--- config.mk ---
export PLATFORM = sky130hd
export DESIGN_NAME = cbrd_decoder
export DESIGN_NICKNAME = d
export VERILOG_FILES = /design/src/shared/cbrd_pkg.sv /design/src/logic/cbrd_jump_eval.sv /design/src/logic/cbrd_decoder.sv
export SDC_FILE = /design/constraint.sdc
export NUM_CORES = 1
export LEC_CHECK = 0
export ABC_AREA = 1
export BUFFER_PORTS_ARGS = -buffer_cell sky130_fd_sc_hd__buf_2
export CAP_MARGIN = 20
export CORE_MARGIN = 2
export CORE_UTILIZATION = 35
export DETAILED_ROUTE_END_ITERATION = 12
export PLACE_DENSITY = 0.52
export SYNTH_ARGS = -nofsm -noshare
export SYNTH_HDL_FRONTEND = slang
export SYNTH_SLANG_ARGS = --single-unit
--- constraint.sdc ---
create_clock -name MCLK -period 7.3 [get_ports MCLK]
set_input_delay 1.095 -clock MCLK [delete_from_list [all_inputs] [get_ports MCLK]]
set_output_delay 1.095 -clock MCLK [all_outputs]
set_load 0.02 [all_outputs]
--- src/shared/cbrd_pkg.sv ---
// Constants, types and opcodes of the decoder
// How it works
// RL1 - 20 always, 21 never, 22 higher, 23 lower-same, 24 carry clear, 25 set
// RL2 - 26/27 zero clear/set, 28/29 half clear/set, 2A/2B minus clear/set
// RL3 - 2C jumps when interrupt mask clear, 2D when mask set
// RL4 - 2E jumps when interrupt pin low, 2F when pin high
// RL5 - Higher-same alias is 24, lower alias is 25; no own opcodes
// RL6 - Relative jumps 20 to 2F are two bytes and three cycles
// RL7 - Relative call AD is two bytes, six cycles, pushes return address
// RL8 - Bit-set test jump is opcode 2n, three bytes, five cycles
// RL9 - Bit-clear test jump is 01+2n; low bit picks polarity
// RL10 - Set bit 10+2n, clear bit 11+2n; two bytes, five cycles
// RL11 - High nibble picks operand: 4 acc, 5 index, 3 direct, 7/6 indexed
// RL12 - Cycles: registers 1/3, direct 2/5, indexed 1/5, offset 2/6
// RL13 - Low nibble picks operation: 0 3 4 6 7 8 9 A C D F
// RL14 - Test op takes 3 on registers, 4 direct, 4 indexed, 5 offset
// RL15 - One-byte two-cycle control: 97 9F 99 98 9C 9D 8E 8F
// RL16 - 9B sets interrupt mask, 9A clears it; one byte, two cycles
// RL17 - Subroutine return 81 is one byte and six cycles
// RL18 - Trap return 80 takes nine cycles; soft trap 83 takes ten
// RL19 - Multiply 42 gives 16-bit product in eleven cycles, clears H and C
// RL20 - Half carry is carry out of bit 3 of last arithmetic result
// RL21 - Jump offset is signed, added to next instruction address
// RL22 - Rmw ops write back their result, except test which only sets flags
package cbrd_pkg;

  // Opcodes and opcode nibbles
  localparam logic [7:0] OP_CALL_REL   = 8'hAD;
  localparam logic [7:0] OP_PRODUCT    = 8'h42;
  localparam logic [7:0] OP_COPY_A2X   = 8'h97;
  localparam logic [7:0] OP_COPY_X2A   = 8'h9F;
  localparam logic [7:0] OP_SET_CARRY  = 8'h99;
  localparam logic [7:0] OP_CLR_CARRY  = 8'h98;
  localparam logic [7:0] OP_MASK       = 8'h9B;
  localparam logic [7:0] OP_UNMASK     = 8'h9A;
  localparam logic [7:0] OP_SOFT_TRAP  = 8'h83;
  localparam logic [7:0] OP_RETURN     = 8'h81;
  localparam logic [7:0] OP_RET_TRAP   = 8'h80;
  localparam logic [7:0] OP_STACK_INIT = 8'h9C;
  localparam logic [7:0] OP_IDLE       = 8'h9D;
  localparam logic [7:0] OP_STOP       = 8'h8E;
  localparam logic [7:0] OP_WAIT       = 8'h8F;
  localparam logic [3:0] NIB_BTB       = 4'h0;
  localparam logic [3:0] NIB_BSC       = 4'h1;
  localparam logic [3:0] NIB_JUMP      = 4'h2;
  localparam logic [3:0] NIB_DIR       = 4'h3;
  localparam logic [3:0] NIB_ACC       = 4'h4;
  localparam logic [3:0] NIB_IDX       = 4'h5;
  localparam logic [3:0] NIB_IX1       = 4'h6;
  localparam logic [3:0] NIB_IX        = 4'h7;

  // Lengths in bytes
  localparam logic [1:0] LEN_1 = 2'h1;
  localparam logic [1:0] LEN_2 = 2'h2;
  localparam logic [1:0] LEN_3 = 2'h3;

  // Cycle counts
  localparam logic [3:0] CYC_CTRL     = 4'h2;
  localparam logic [3:0] CYC_JUMP     = 4'h3;
  localparam logic [3:0] CYC_CALL     = 4'h6;
  localparam logic [3:0] CYC_BIT      = 4'h5;
  localparam logic [3:0] CYC_RMW_REG  = 4'h3;
  localparam logic [3:0] CYC_RMW_DIR  = 4'h5;
  localparam logic [3:0] CYC_RMW_IX   = 4'h5;
  localparam logic [3:0] CYC_RMW_IX1  = 4'h6;
  localparam logic [3:0] CYC_TST_DIR  = 4'h4;
  localparam logic [3:0] CYC_TST_IX   = 4'h4;
  localparam logic [3:0] CYC_TST_IX1  = 4'h5;
  localparam logic [3:0] CYC_PRODUCT  = 4'hB;
  localparam logic [3:0] CYC_RETURN   = 4'h6;
  localparam logic [3:0] CYC_RET_TRAP = 4'h9;
  localparam logic [3:0] CYC_TRAP     = 4'hA;

  typedef enum logic [3:0] {
    CL_NONE, CL_JUMP, CL_CALL, CL_BIT_TEST, CL_BIT_SET, CL_RMW,
    CL_PRODUCT, CL_CTRL, CL_RETURN, CL_RET_TRAP, CL_TRAP, CL_STOP, CL_WAIT
  } cbrd_class_t;

  typedef enum logic [3:0] {
    MD_INH, MD_ACC, MD_IDX, MD_DIR, MD_IX, MD_IX1, MD_REL, MD_BSC, MD_BTB
  } cbrd_mode_t;

  typedef enum logic [3:0] {
    RM_NONE, RM_TWOS, RM_INVERT, RM_SHR, RM_ROR, RM_ASR, RM_SHL, RM_ROL,
    RM_DEC, RM_INC, RM_TEST, RM_ZERO
  } cbrd_rmw_t;

  typedef enum logic [3:0] {
    CT_NONE, CT_COPY_ACC_TO_INDEX, CT_COPY_INDEX_TO_ACC, CT_SET_CARRY,
    CT_CLEAR_CARRY, CT_MASK, CT_UNMASK, CT_STACK_INIT, CT_IDLE
  } cbrd_ctrl_t;

  // Condition code bits
  typedef struct packed {
    logic h;
    logic i;
    logic n;
    logic z;
    logic c;
  } cbrd_ccr_t;

  // One decoded instruction
  typedef struct packed {
    cbrd_class_t cls;
    cbrd_mode_t  mode;
    cbrd_rmw_t   rmw;
    cbrd_ctrl_t  ctrl;
    logic [1:0]  len;
    logic [3:0]  cycles;
    logic        write_back;
  } cbrd_dec_t;

  localparam cbrd_ccr_t CCR_RESET = 5'h04;

endpackage : cbrd_pkg

--- src/logic/cbrd_jump_eval.sv ---
// Jump condition and relative target
module cbrd_jump_eval
  import cbrd_pkg::*;
#(
  parameter int ADDR_W = 16
) (
  input  wire logic [7:0]        opcode,
  input  wire cbrd_ccr_t         ccr,
  input  wire logic              irq_pin,
  input  wire logic [7:0]        data,
  input  wire logic [7:0]        offset,
  input  wire logic [ADDR_W-1:0] pc,
  input  wire logic [1:0]        len,
  output logic                   taken,
  output logic [ADDR_W-1:0]      target
);

  logic base_flag;

  // Even opcode jumps on flag low, odd on flag high; bit-test opcodes jump on bit high when even, low when odd
  always_comb begin
    unique case (opcode[3:1])
      3'h0: base_flag = 1'b0;             // see RL1
      3'h1: base_flag = ccr.c | ccr.z;    // see RL1
      3'h2: base_flag = ccr.c;            // see RL1, see RL5
      3'h3: base_flag = ccr.z;            // see RL2
      3'h4: base_flag = ccr.h;            // see RL2
      3'h5: base_flag = ccr.n;            // see RL2
      3'h6: base_flag = ccr.i;            // see RL3
      3'h7: base_flag = irq_pin;          // see RL4
    endcase
    if (opcode[7:4] == NIB_BTB) begin
      taken = data[opcode[3:1]] ^ opcode[0]; // see RL8, see RL9
    end else begin
      taken = ~base_flag ^ opcode[0];
    end
  end

  // Next instruction address plus signed offset
  assign target = pc + ADDR_W'(len) + ADDR_W'($signed(offset)); // see RL21

endmodule : cbrd_jump_eval

--- src/logic/cbrd_decoder.sv ---
// Decoder for jump, bit, rmw, multiply and control opcodes
module cbrd_decoder
  import cbrd_pkg::*;
#(
  parameter int ADDR_W = 16
) (
  input  wire logic              MCLK,
  input  wire logic              RST_N,
  input  wire logic              FETCH_VALID,
  input  wire logic [7:0]        FETCH_OPCODE,
  input  wire logic [ADDR_W-1:0] FETCH_PC,
  input  wire logic [7:0]        FETCH_OFFSET,
  input  wire logic [7:0]        FETCH_DATA,
  input  wire logic [7:0]        ACC_IN,
  input  wire logic [7:0]        IDX_IN,
  input  wire logic              IRQ_PIN,
  input  wire logic              ALU_VALID,
  input  wire logic [7:0]        ALU_A,
  input  wire logic [7:0]        ALU_B,
  input  wire logic              ALU_CIN,
  output logic                   DEC_VALID,
  output cbrd_dec_t              DEC_INFO,
  output logic                   JUMP_TAKEN,
  output logic [ADDR_W-1:0]      JUMP_TARGET,
  output logic [7:0]             RESULT,
  output logic [15:0]            PRODUCT,
  output cbrd_ccr_t              CCR,
  output logic                   UNHANDLED
);

  logic [3:0]        hi;
  logic [3:0]        lo;
  cbrd_dec_t         dec;
  logic              bad;
  logic [7:0]        opnd;
  logic [7:0]        res;
  logic              c_out;
  logic [7:0]        bit_mask;
  logic              taken;
  logic [ADDR_W-1:0] target;
  logic [4:0]        low_sum;

  logic              valid_reg;
  logic              valid_next;
  cbrd_dec_t         dec_reg;
  cbrd_dec_t         dec_next;
  logic              taken_reg;
  logic              taken_next;
  logic [ADDR_W-1:0] target_reg;
  logic [ADDR_W-1:0] target_next;
  logic [7:0]        result_reg;
  logic [7:0]        result_next;
  logic [15:0]       product_reg;
  logic [15:0]       product_next;
  cbrd_ccr_t         ccr_reg;
  cbrd_ccr_t         ccr_next;
  logic              bad_reg;
  logic              bad_next;

  assign hi = FETCH_OPCODE[7:4];
  assign lo = FETCH_OPCODE[3:0];

  // Opcode classification, length and cycle count
  always_comb begin
    dec.cls        = CL_NONE;
    dec.mode       = MD_INH;
    dec.rmw        = RM_NONE;
    dec.ctrl       = CT_NONE;
    dec.len        = LEN_1;
    dec.cycles     = CYC_CTRL;
    dec.write_back = 1'b0;
    bad            = 1'b0;
    if (FETCH_OPCODE == OP_CALL_REL) begin
      dec.cls    = CL_CALL;                // see RL7
      dec.mode   = MD_REL;
      dec.len    = LEN_2;
      dec.cycles = CYC_CALL;
    end else if (hi == NIB_JUMP) begin
      dec.cls    = CL_JUMP;                // see RL6
      dec.mode   = MD_REL;
      dec.len    = LEN_2;
      dec.cycles = CYC_JUMP;
    end else if (hi == NIB_BTB) begin
      dec.cls    = CL_BIT_TEST;            // see RL8, see RL9
      dec.mode   = MD_BTB;
      dec.len    = LEN_3;
      dec.cycles = CYC_BIT;
    end else if (hi == NIB_BSC) begin
      dec.cls        = CL_BIT_SET;         // see RL10
      dec.mode       = MD_BSC;
      dec.len        = LEN_2;
      dec.cycles     = CYC_BIT;
      dec.write_back = 1'b1;
    end else if (FETCH_OPCODE == OP_PRODUCT) begin
      dec.cls    = CL_PRODUCT;             // see RL19
      dec.cycles = CYC_PRODUCT;
    end else if (hi >= NIB_DIR && hi <= NIB_IX) begin
      dec.cls = CL_RMW;
      // Operation from low nibble
      unique case (lo)                     // see RL13
        4'h0: dec.rmw = RM_TWOS;
        4'h3: dec.rmw = RM_INVERT;
        4'h4: dec.rmw = RM_SHR;
        4'h6: dec.rmw = RM_ROR;
        4'h7: dec.rmw = RM_ASR;
        4'h8: dec.rmw = RM_SHL;
        4'h9: dec.rmw = RM_ROL;
        4'hA: dec.rmw = RM_DEC;
        4'hC: dec.rmw = RM_INC;
        4'hD: dec.rmw = RM_TEST;
        4'hF: dec.rmw = RM_ZERO;
        default: begin
          dec.cls = CL_NONE;
          bad     = 1'b1;
        end
      endcase
      // Operand, length and cycles from high nibble
      unique case (hi)                     // see RL11, see RL12
        NIB_ACC: begin
          dec.mode   = MD_ACC;
          dec.cycles = CYC_RMW_REG;        // see RL14
        end
        NIB_IDX: begin
          dec.mode   = MD_IDX;
          dec.cycles = CYC_RMW_REG;        // see RL14
        end
        NIB_DIR: begin
          dec.mode   = MD_DIR;
          dec.len    = LEN_2;
          dec.cycles = (dec.rmw == RM_TEST) ? CYC_TST_DIR : CYC_RMW_DIR;
        end
        NIB_IX: begin
          dec.mode   = MD_IX;
          dec.cycles = (dec.rmw == RM_TEST) ? CYC_TST_IX : CYC_RMW_IX;
        end
        default: begin
          dec.mode   = MD_IX1;
          dec.len    = LEN_2;
          dec.cycles = (dec.rmw == RM_TEST) ? CYC_TST_IX1 : CYC_RMW_IX1;
        end
      endcase
      dec.write_back = !bad && dec.rmw != RM_TEST;  // see RL22
      if (bad) begin
        dec.mode   = MD_INH;
        dec.rmw    = RM_NONE;
        dec.len    = LEN_1;
        dec.cycles = CYC_CTRL;
      end
    end else begin
      // Inherent control group
      dec.cls = CL_CTRL;
      unique case (FETCH_OPCODE)
        OP_COPY_A2X:   dec.ctrl = CT_COPY_ACC_TO_INDEX; // see RL15
        OP_COPY_X2A:   dec.ctrl = CT_COPY_INDEX_TO_ACC; // see RL15
        OP_SET_CARRY:  dec.ctrl = CT_SET_CARRY;         // see RL15
        OP_CLR_CARRY:  dec.ctrl = CT_CLEAR_CARRY;       // see RL15
        OP_STACK_INIT: dec.ctrl = CT_STACK_INIT;        // see RL15
        OP_IDLE:       dec.ctrl = CT_IDLE;              // see RL15
        OP_MASK:       dec.ctrl = CT_MASK;              // see RL16
        OP_UNMASK:     dec.ctrl = CT_UNMASK;            // see RL16
        OP_STOP:       dec.cls  = CL_STOP;              // see RL15
        OP_WAIT:       dec.cls  = CL_WAIT;              // see RL15
        OP_RETURN: begin
          dec.cls    = CL_RETURN;                       // see RL17
          dec.cycles = CYC_RETURN;
        end
        OP_RET_TRAP: begin
          dec.cls    = CL_RET_TRAP;                     // see RL18
          dec.cycles = CYC_RET_TRAP;
        end
        OP_SOFT_TRAP: begin
          dec.cls    = CL_TRAP;                         // see RL18
          dec.cycles = CYC_TRAP;
        end
        default: begin
          dec.cls = CL_NONE;
          bad     = 1'b1;
        end
      endcase
    end
  end

  // Rmw operand and operation
  always_comb begin
    unique case (dec.mode)
      MD_ACC:  opnd = ACC_IN;              // see RL11
      MD_IDX:  opnd = IDX_IN;              // see RL11
      default: opnd = FETCH_DATA;
    endcase
    res   = opnd;
    c_out = ccr_reg.c;
    unique case (dec.rmw)
      RM_NONE, RM_TEST: res = opnd;
      RM_TWOS: begin
        res   = 8'h00 - opnd;
        c_out = (opnd != 8'h00);
      end
      RM_INVERT: begin
        res   = ~opnd;
        c_out = 1'b1;
      end
      RM_SHR: begin
        res   = {1'b0, opnd[7:1]};
        c_out = opnd[0];
      end
      RM_ROR: begin
        res   = {ccr_reg.c, opnd[7:1]};
        c_out = opnd[0];
      end
      RM_ASR: begin
        res   = {opnd[7], opnd[7:1]};
        c_out = opnd[0];
      end
      RM_SHL: begin
        res   = {opnd[6:0], 1'b0};
        c_out = opnd[7];
      end
      RM_ROL: begin
        res   = {opnd[6:0], ccr_reg.c};
        c_out = opnd[7];
      end
      RM_DEC:  res = opnd - 8'h01;
      RM_INC:  res = opnd + 8'h01;
      RM_ZERO: res = 8'h00;
    endcase
  end

  // Mask of the opcode's bit number
  assign bit_mask = 8'h01 << FETCH_OPCODE[3:1];

  // Half carry from bit 3
  assign low_sum = {1'b0, ALU_A[3:0]} + {1'b0, ALU_B[3:0]}
                 + {4'h0, ALU_CIN};

  cbrd_jump_eval #(
    .ADDR_W (ADDR_W)
  ) u_jump (
    .opcode  (FETCH_OPCODE),
    .ccr     (ccr_reg),
    .irq_pin (IRQ_PIN),
    .data    (FETCH_DATA),
    .offset  (FETCH_OFFSET),
    .pc      (FETCH_PC),
    .len     (dec.len),
    .taken   (taken),
    .target  (target)
  );

  // Next outputs and flags
  always_comb begin
    valid_next   = FETCH_VALID;
    dec_next     = dec_reg;
    taken_next   = 1'b0;
    target_next  = target_reg;
    result_next  = result_reg;
    product_next = product_reg;
    bad_next     = bad_reg;
    ccr_next     = ccr_reg;
    if (ALU_VALID) begin
      ccr_next.h = low_sum[4];             // see RL20
    end
    if (FETCH_VALID) begin
      dec_next    = dec;
      bad_next    = bad;
      target_next = target;
      unique case (dec.cls)
        CL_JUMP, CL_BIT_TEST: begin
          taken_next = taken;              // see RL1, see RL8
          if (dec.cls == CL_BIT_TEST) begin
            ccr_next.c = FETCH_DATA[FETCH_OPCODE[3:1]];
          end
        end
        CL_CALL: taken_next = 1'b1;        // see RL7
        CL_BIT_SET: begin
          result_next = FETCH_OPCODE[0] ? (FETCH_DATA & ~bit_mask)
                                        : (FETCH_DATA | bit_mask); // see RL10
        end
        CL_RMW: begin
          result_next = res;               // see RL22
          ccr_next.n  = res[7];
          ccr_next.z  = (res == 8'h00);
          ccr_next.c  = c_out;
        end
        CL_PRODUCT: begin
          product_next = {8'h00, ACC_IN} * {8'h00, IDX_IN}; // see RL19
          ccr_next.h   = 1'b0;             // see RL19
          ccr_next.c   = 1'b0;             // see RL19
        end
        CL_CTRL: begin
          unique case (dec.ctrl)
            CT_SET_CARRY:   ccr_next.c = 1'b1;  // see RL15
            CT_CLEAR_CARRY: ccr_next.c = 1'b0;  // see RL15
            CT_MASK:        ccr_next.i = 1'b1;  // see RL16
            CT_UNMASK:      ccr_next.i = 1'b0;  // see RL16
            default:        ccr_next.i = ccr_reg.i;
          endcase
        end
        CL_TRAP: ccr_next.i = 1'b1;        // Trap entry masks interrupts
        default: taken_next = 1'b0;
      endcase
    end
  end

  // Output and flag registers
  always_ff @(posedge MCLK) begin
    if (!RST_N) begin
      valid_reg   <= 1'b0;
      dec_reg     <= '0;
      taken_reg   <= 1'b0;
      target_reg  <= '0;
      result_reg  <= 8'h00;
      product_reg <= 16'h0000;
      ccr_reg     <= CCR_RESET;
      bad_reg     <= 1'b0;
    end else begin
      valid_reg   <= valid_next;
      dec_reg     <= dec_next;
      taken_reg   <= taken_next;
      target_reg  <= target_next;
      result_reg  <= result_next;
      product_reg <= product_next;
      ccr_reg     <= ccr_next;
      bad_reg     <= bad_next;
    end
  end

  // Ports straight from registers
  assign DEC_VALID   = valid_reg;
  assign DEC_INFO    = dec_reg;
  assign JUMP_TAKEN  = taken_reg;
  assign JUMP_TARGET = target_reg;
  assign RESULT      = result_reg;
  assign PRODUCT     = product_reg;
  assign CCR         = ccr_reg;
  assign UNHANDLED   = bad_reg;

endmodule : cbrd_decoder

==> flow_summary_export.csv <==
group,metric,value,unit
routing,first_iter_violations,497,
global_route,busiest_layer,"met2",
logic_synthesis,syn_area_per_cell,6.60,µm²
global_route,use_met2,0.341,
routing,drcViolationCount,0,
pwr,power.total,1650,µW
cells_and_area,areaGrowthSynthToFinish,15.9,%
global_route,antenna_found_initial,0,
clock_tree,hold_buffers,0,
job,max_cap_violations,0,
pwr,power_density,188,nW/µm²
global_route,grt_pass1_vias,7386,
routing,final_antenna_net_count,0,
critical_path,cp.required,7.54,ns
timing,fin_crit_sh,0.804,
logic_synthesis,ys_types,46,
critical_path,cpPeakStageDelay,0.49,ns
global_route,grt_max_degree,53,
timing,fin_skew,0.00572,ns
logic_synthesis,synth-xor-area-share,0.0209,
timing,maxSlewViolCount,0,
logic_synthesis,ys_ff_latch,71,
timing,fin_hold_ws,0.463,ns
logic_synthesis,synth_compound_area_frac,0.147,
routing,drt-pass1-iter-count,5,
cells_and_area,layout_commonest_cell,"nand2_1",
logic_synthesis,synth_adder_area_share,0.229,
global_route,grt_usage,0.217,
outcome,status,"completed",
pwr,ir_drop,0.0915,mV
timing,layout_min_cycle_time,5.87,ns
clock_tree,clockBufferDepth,2,
clock_tree,htree_num_levels,3,
logic_synthesis,syn_nets,1335,
clock_tree,clock-sinks,71,
cells_and_area,drive_gt1_frac,0.169,
critical_path,crit_fanout,14,
clock_tree,clk_latency,0.35,ns
clock_tree,cts_tree,"yes",
timing,rsz0062_at_grt,"false",
timing,fin_tns_setup,0,ns
die,core,21100,µm²
timing,relSlewSlack,0.499,
cells_and_area,final_cell_mix,"270 x nand2_1, 179 x inv_1, 140 x buf_2",
timing,hold_violations,0,
placed_design,place.gp.congestion,0.922,
logic_synthesis,synth_mux_area_frac,0,
placed_design,dpl_cell_area,8430,µm²
logic_synthesis,synth_area,7540,µm²
logic_synthesis,synth_ff_type,"dfxtp_1",
logic_synthesis,syn_inst,1143,
clock_tree,cts-root-buf,"clkbuf_16",
critical_path,critPathTopFamily,"simple AND/OR/NAND/NOR gates",
critical_path,crit_path_start_kind,"input pin",
critical_path,crit_type,"input pin to register",
logic_synthesis,yosysWarnings,0,
logic_synthesis,synth_simple_gate_area_frac,0.293,
die,die-area,22700,µm²
critical_path,crit_path_end_kind,"register",
pwr,leakage,0.00484,µW
routing,vias_per_cell,4.94,
die,fp.dieW,151,µm
cells_and_area,post-route-util,0.415,
routing,vias,7584,
global_route,grt_pass1_wl,38700,µm
hold_path,hp-class,"register to register",
timing,setup_viol,0,
cells_and_area,nets,1448,
global_route,use_met3,0.0373,
logic_synthesis,synth-edff-count,0,
logic_synthesis,seq_area_frac_synth,0.188,
global_route,overflow,0,
die,die_h,151,µm
timing,worstMarginPinSlew,0.746,ns
critical_path,crit_top_cell,"nand2_1",
clock_tree,clk_pin_slew,0.06,ns
critical_path,cp_slowest_cell,"fa_1",
cells_and_area,postLayoutCellArea,8740,µm²
clock_tree,cts_made_buffers,9,
clock_tree,postCtsSetupBuffers,0,
die,design.portCount,149,
clock_tree,cts_resized,0,
logic_synthesis,synth_top_family_by_area,"simple AND/OR/NAND/NOR gates",
cells_and_area,antenna_cells,0,
die,row_count,53,
die,start_util,0.358,
critical_path,cp_data_arrival_time,6.10,ns
placed_design,dp_hpwl,18900,µm
critical_path,path_buf_inv,7,
routing,wl,23700,µm
cells_and_area,fill_cells,2309,
timing,max_freq,170,MHz
placed_design,numPortBuffers,140,
logic_synthesis,synthArstFlopShare,0,
routing,wl_per_cell,15.4,µm
global_route,grtUsageMet1,0.312,
## registers in the layout, indices dropped and copies added, names as in the netlist
register and count:
PRODUCT 16, RESULT 8, DEC_INFO 23, JUMP_TAKEN 1, DEC_VALID 1, JUMP_TARGET 16, UNHANDLED 1, CCR 5
## Yosys cell counts, types with 9 or more instances
library cell,number,share of area
a21oi_1,68,0.045
a31oi_1,10,0.0083
clkbuf_1,32,0.016
dfxtp_1,71,0.19
fa_1,40,0.11
ha_1,74,0.12
inv_1,179,0.089
inv_2,15,0.0075
nand2_1,270,0.13
nand2_2,13,0.011
nand3_1,75,0.050
nand4_1,9,0.0075
nor2_1,102,0.051
nor3_1,14,0.0093
o211ai_1,10,0.010
o21ai_0,73,0.048
xor2_1,12,0.014
## cell families after synthesis
family | Yosys count
buf+inv | 239
xor+xnor | 18
compound gates | 195
fa+ha+maj | 114
simple gates | 506
flops | 71
## routing by layer
layer	vias up	routed length [µm]
met1	3483	11400
met3	18	1370
met5	-	0
li1	3891	-
met2	192	10700
met4	0	274
## where the power goes
part / internal (µW) / leakage [µW] / switching [µW]
sequential: 410 / 0.000580 / 12.2
combinational: 285 / 0.00411 / 474
clock: 276 / 0.000149 / 190
## per-stage QoR
stage,setup WS (ns),cells
after global routing,0.879,1536
after floorplan,2.03,1143
after global placement,1.18,1520
after detailed placement,1.19,1520
after CTS,1.53,1536
final,1.43,1536
## worst min-delay path: cells and delay by family, from the launching register on
family | cells | cell delay, ns
AOI/OAI and AO/OA | 1 | 0.05
DFF | 1 | 0.30
and+or+nand+nor | 1 | 0.06
## final timing paths
kind,startpoint,endpoint,cells past startpoint,slack [ns]
setup reg to reg,CCR[3],JUMP_TAKEN,9,5.82
setup / recovery,FETCH_OPCODE[1],JUMP_TARGET[15],34,1.43
hold reg to reg,DEC_INFO[4],DEC_INFO[4],2,0.46
hold / removal,DEC_INFO[4],DEC_INFO[4],2,0.46
## final cells by class
type	instances	area (µm²)	area share
well taps	275	344	0.0394
clock inverters	6	68.8	0.00787
clock buffers	10	239	0.0273
repair buffers	143	723	0.0827
multi-input cells	833	5200	0.595
flip-flops and latches	71	1420	0.163
inverters	198	744	0.0852
(Power assumes the default switching activity.)
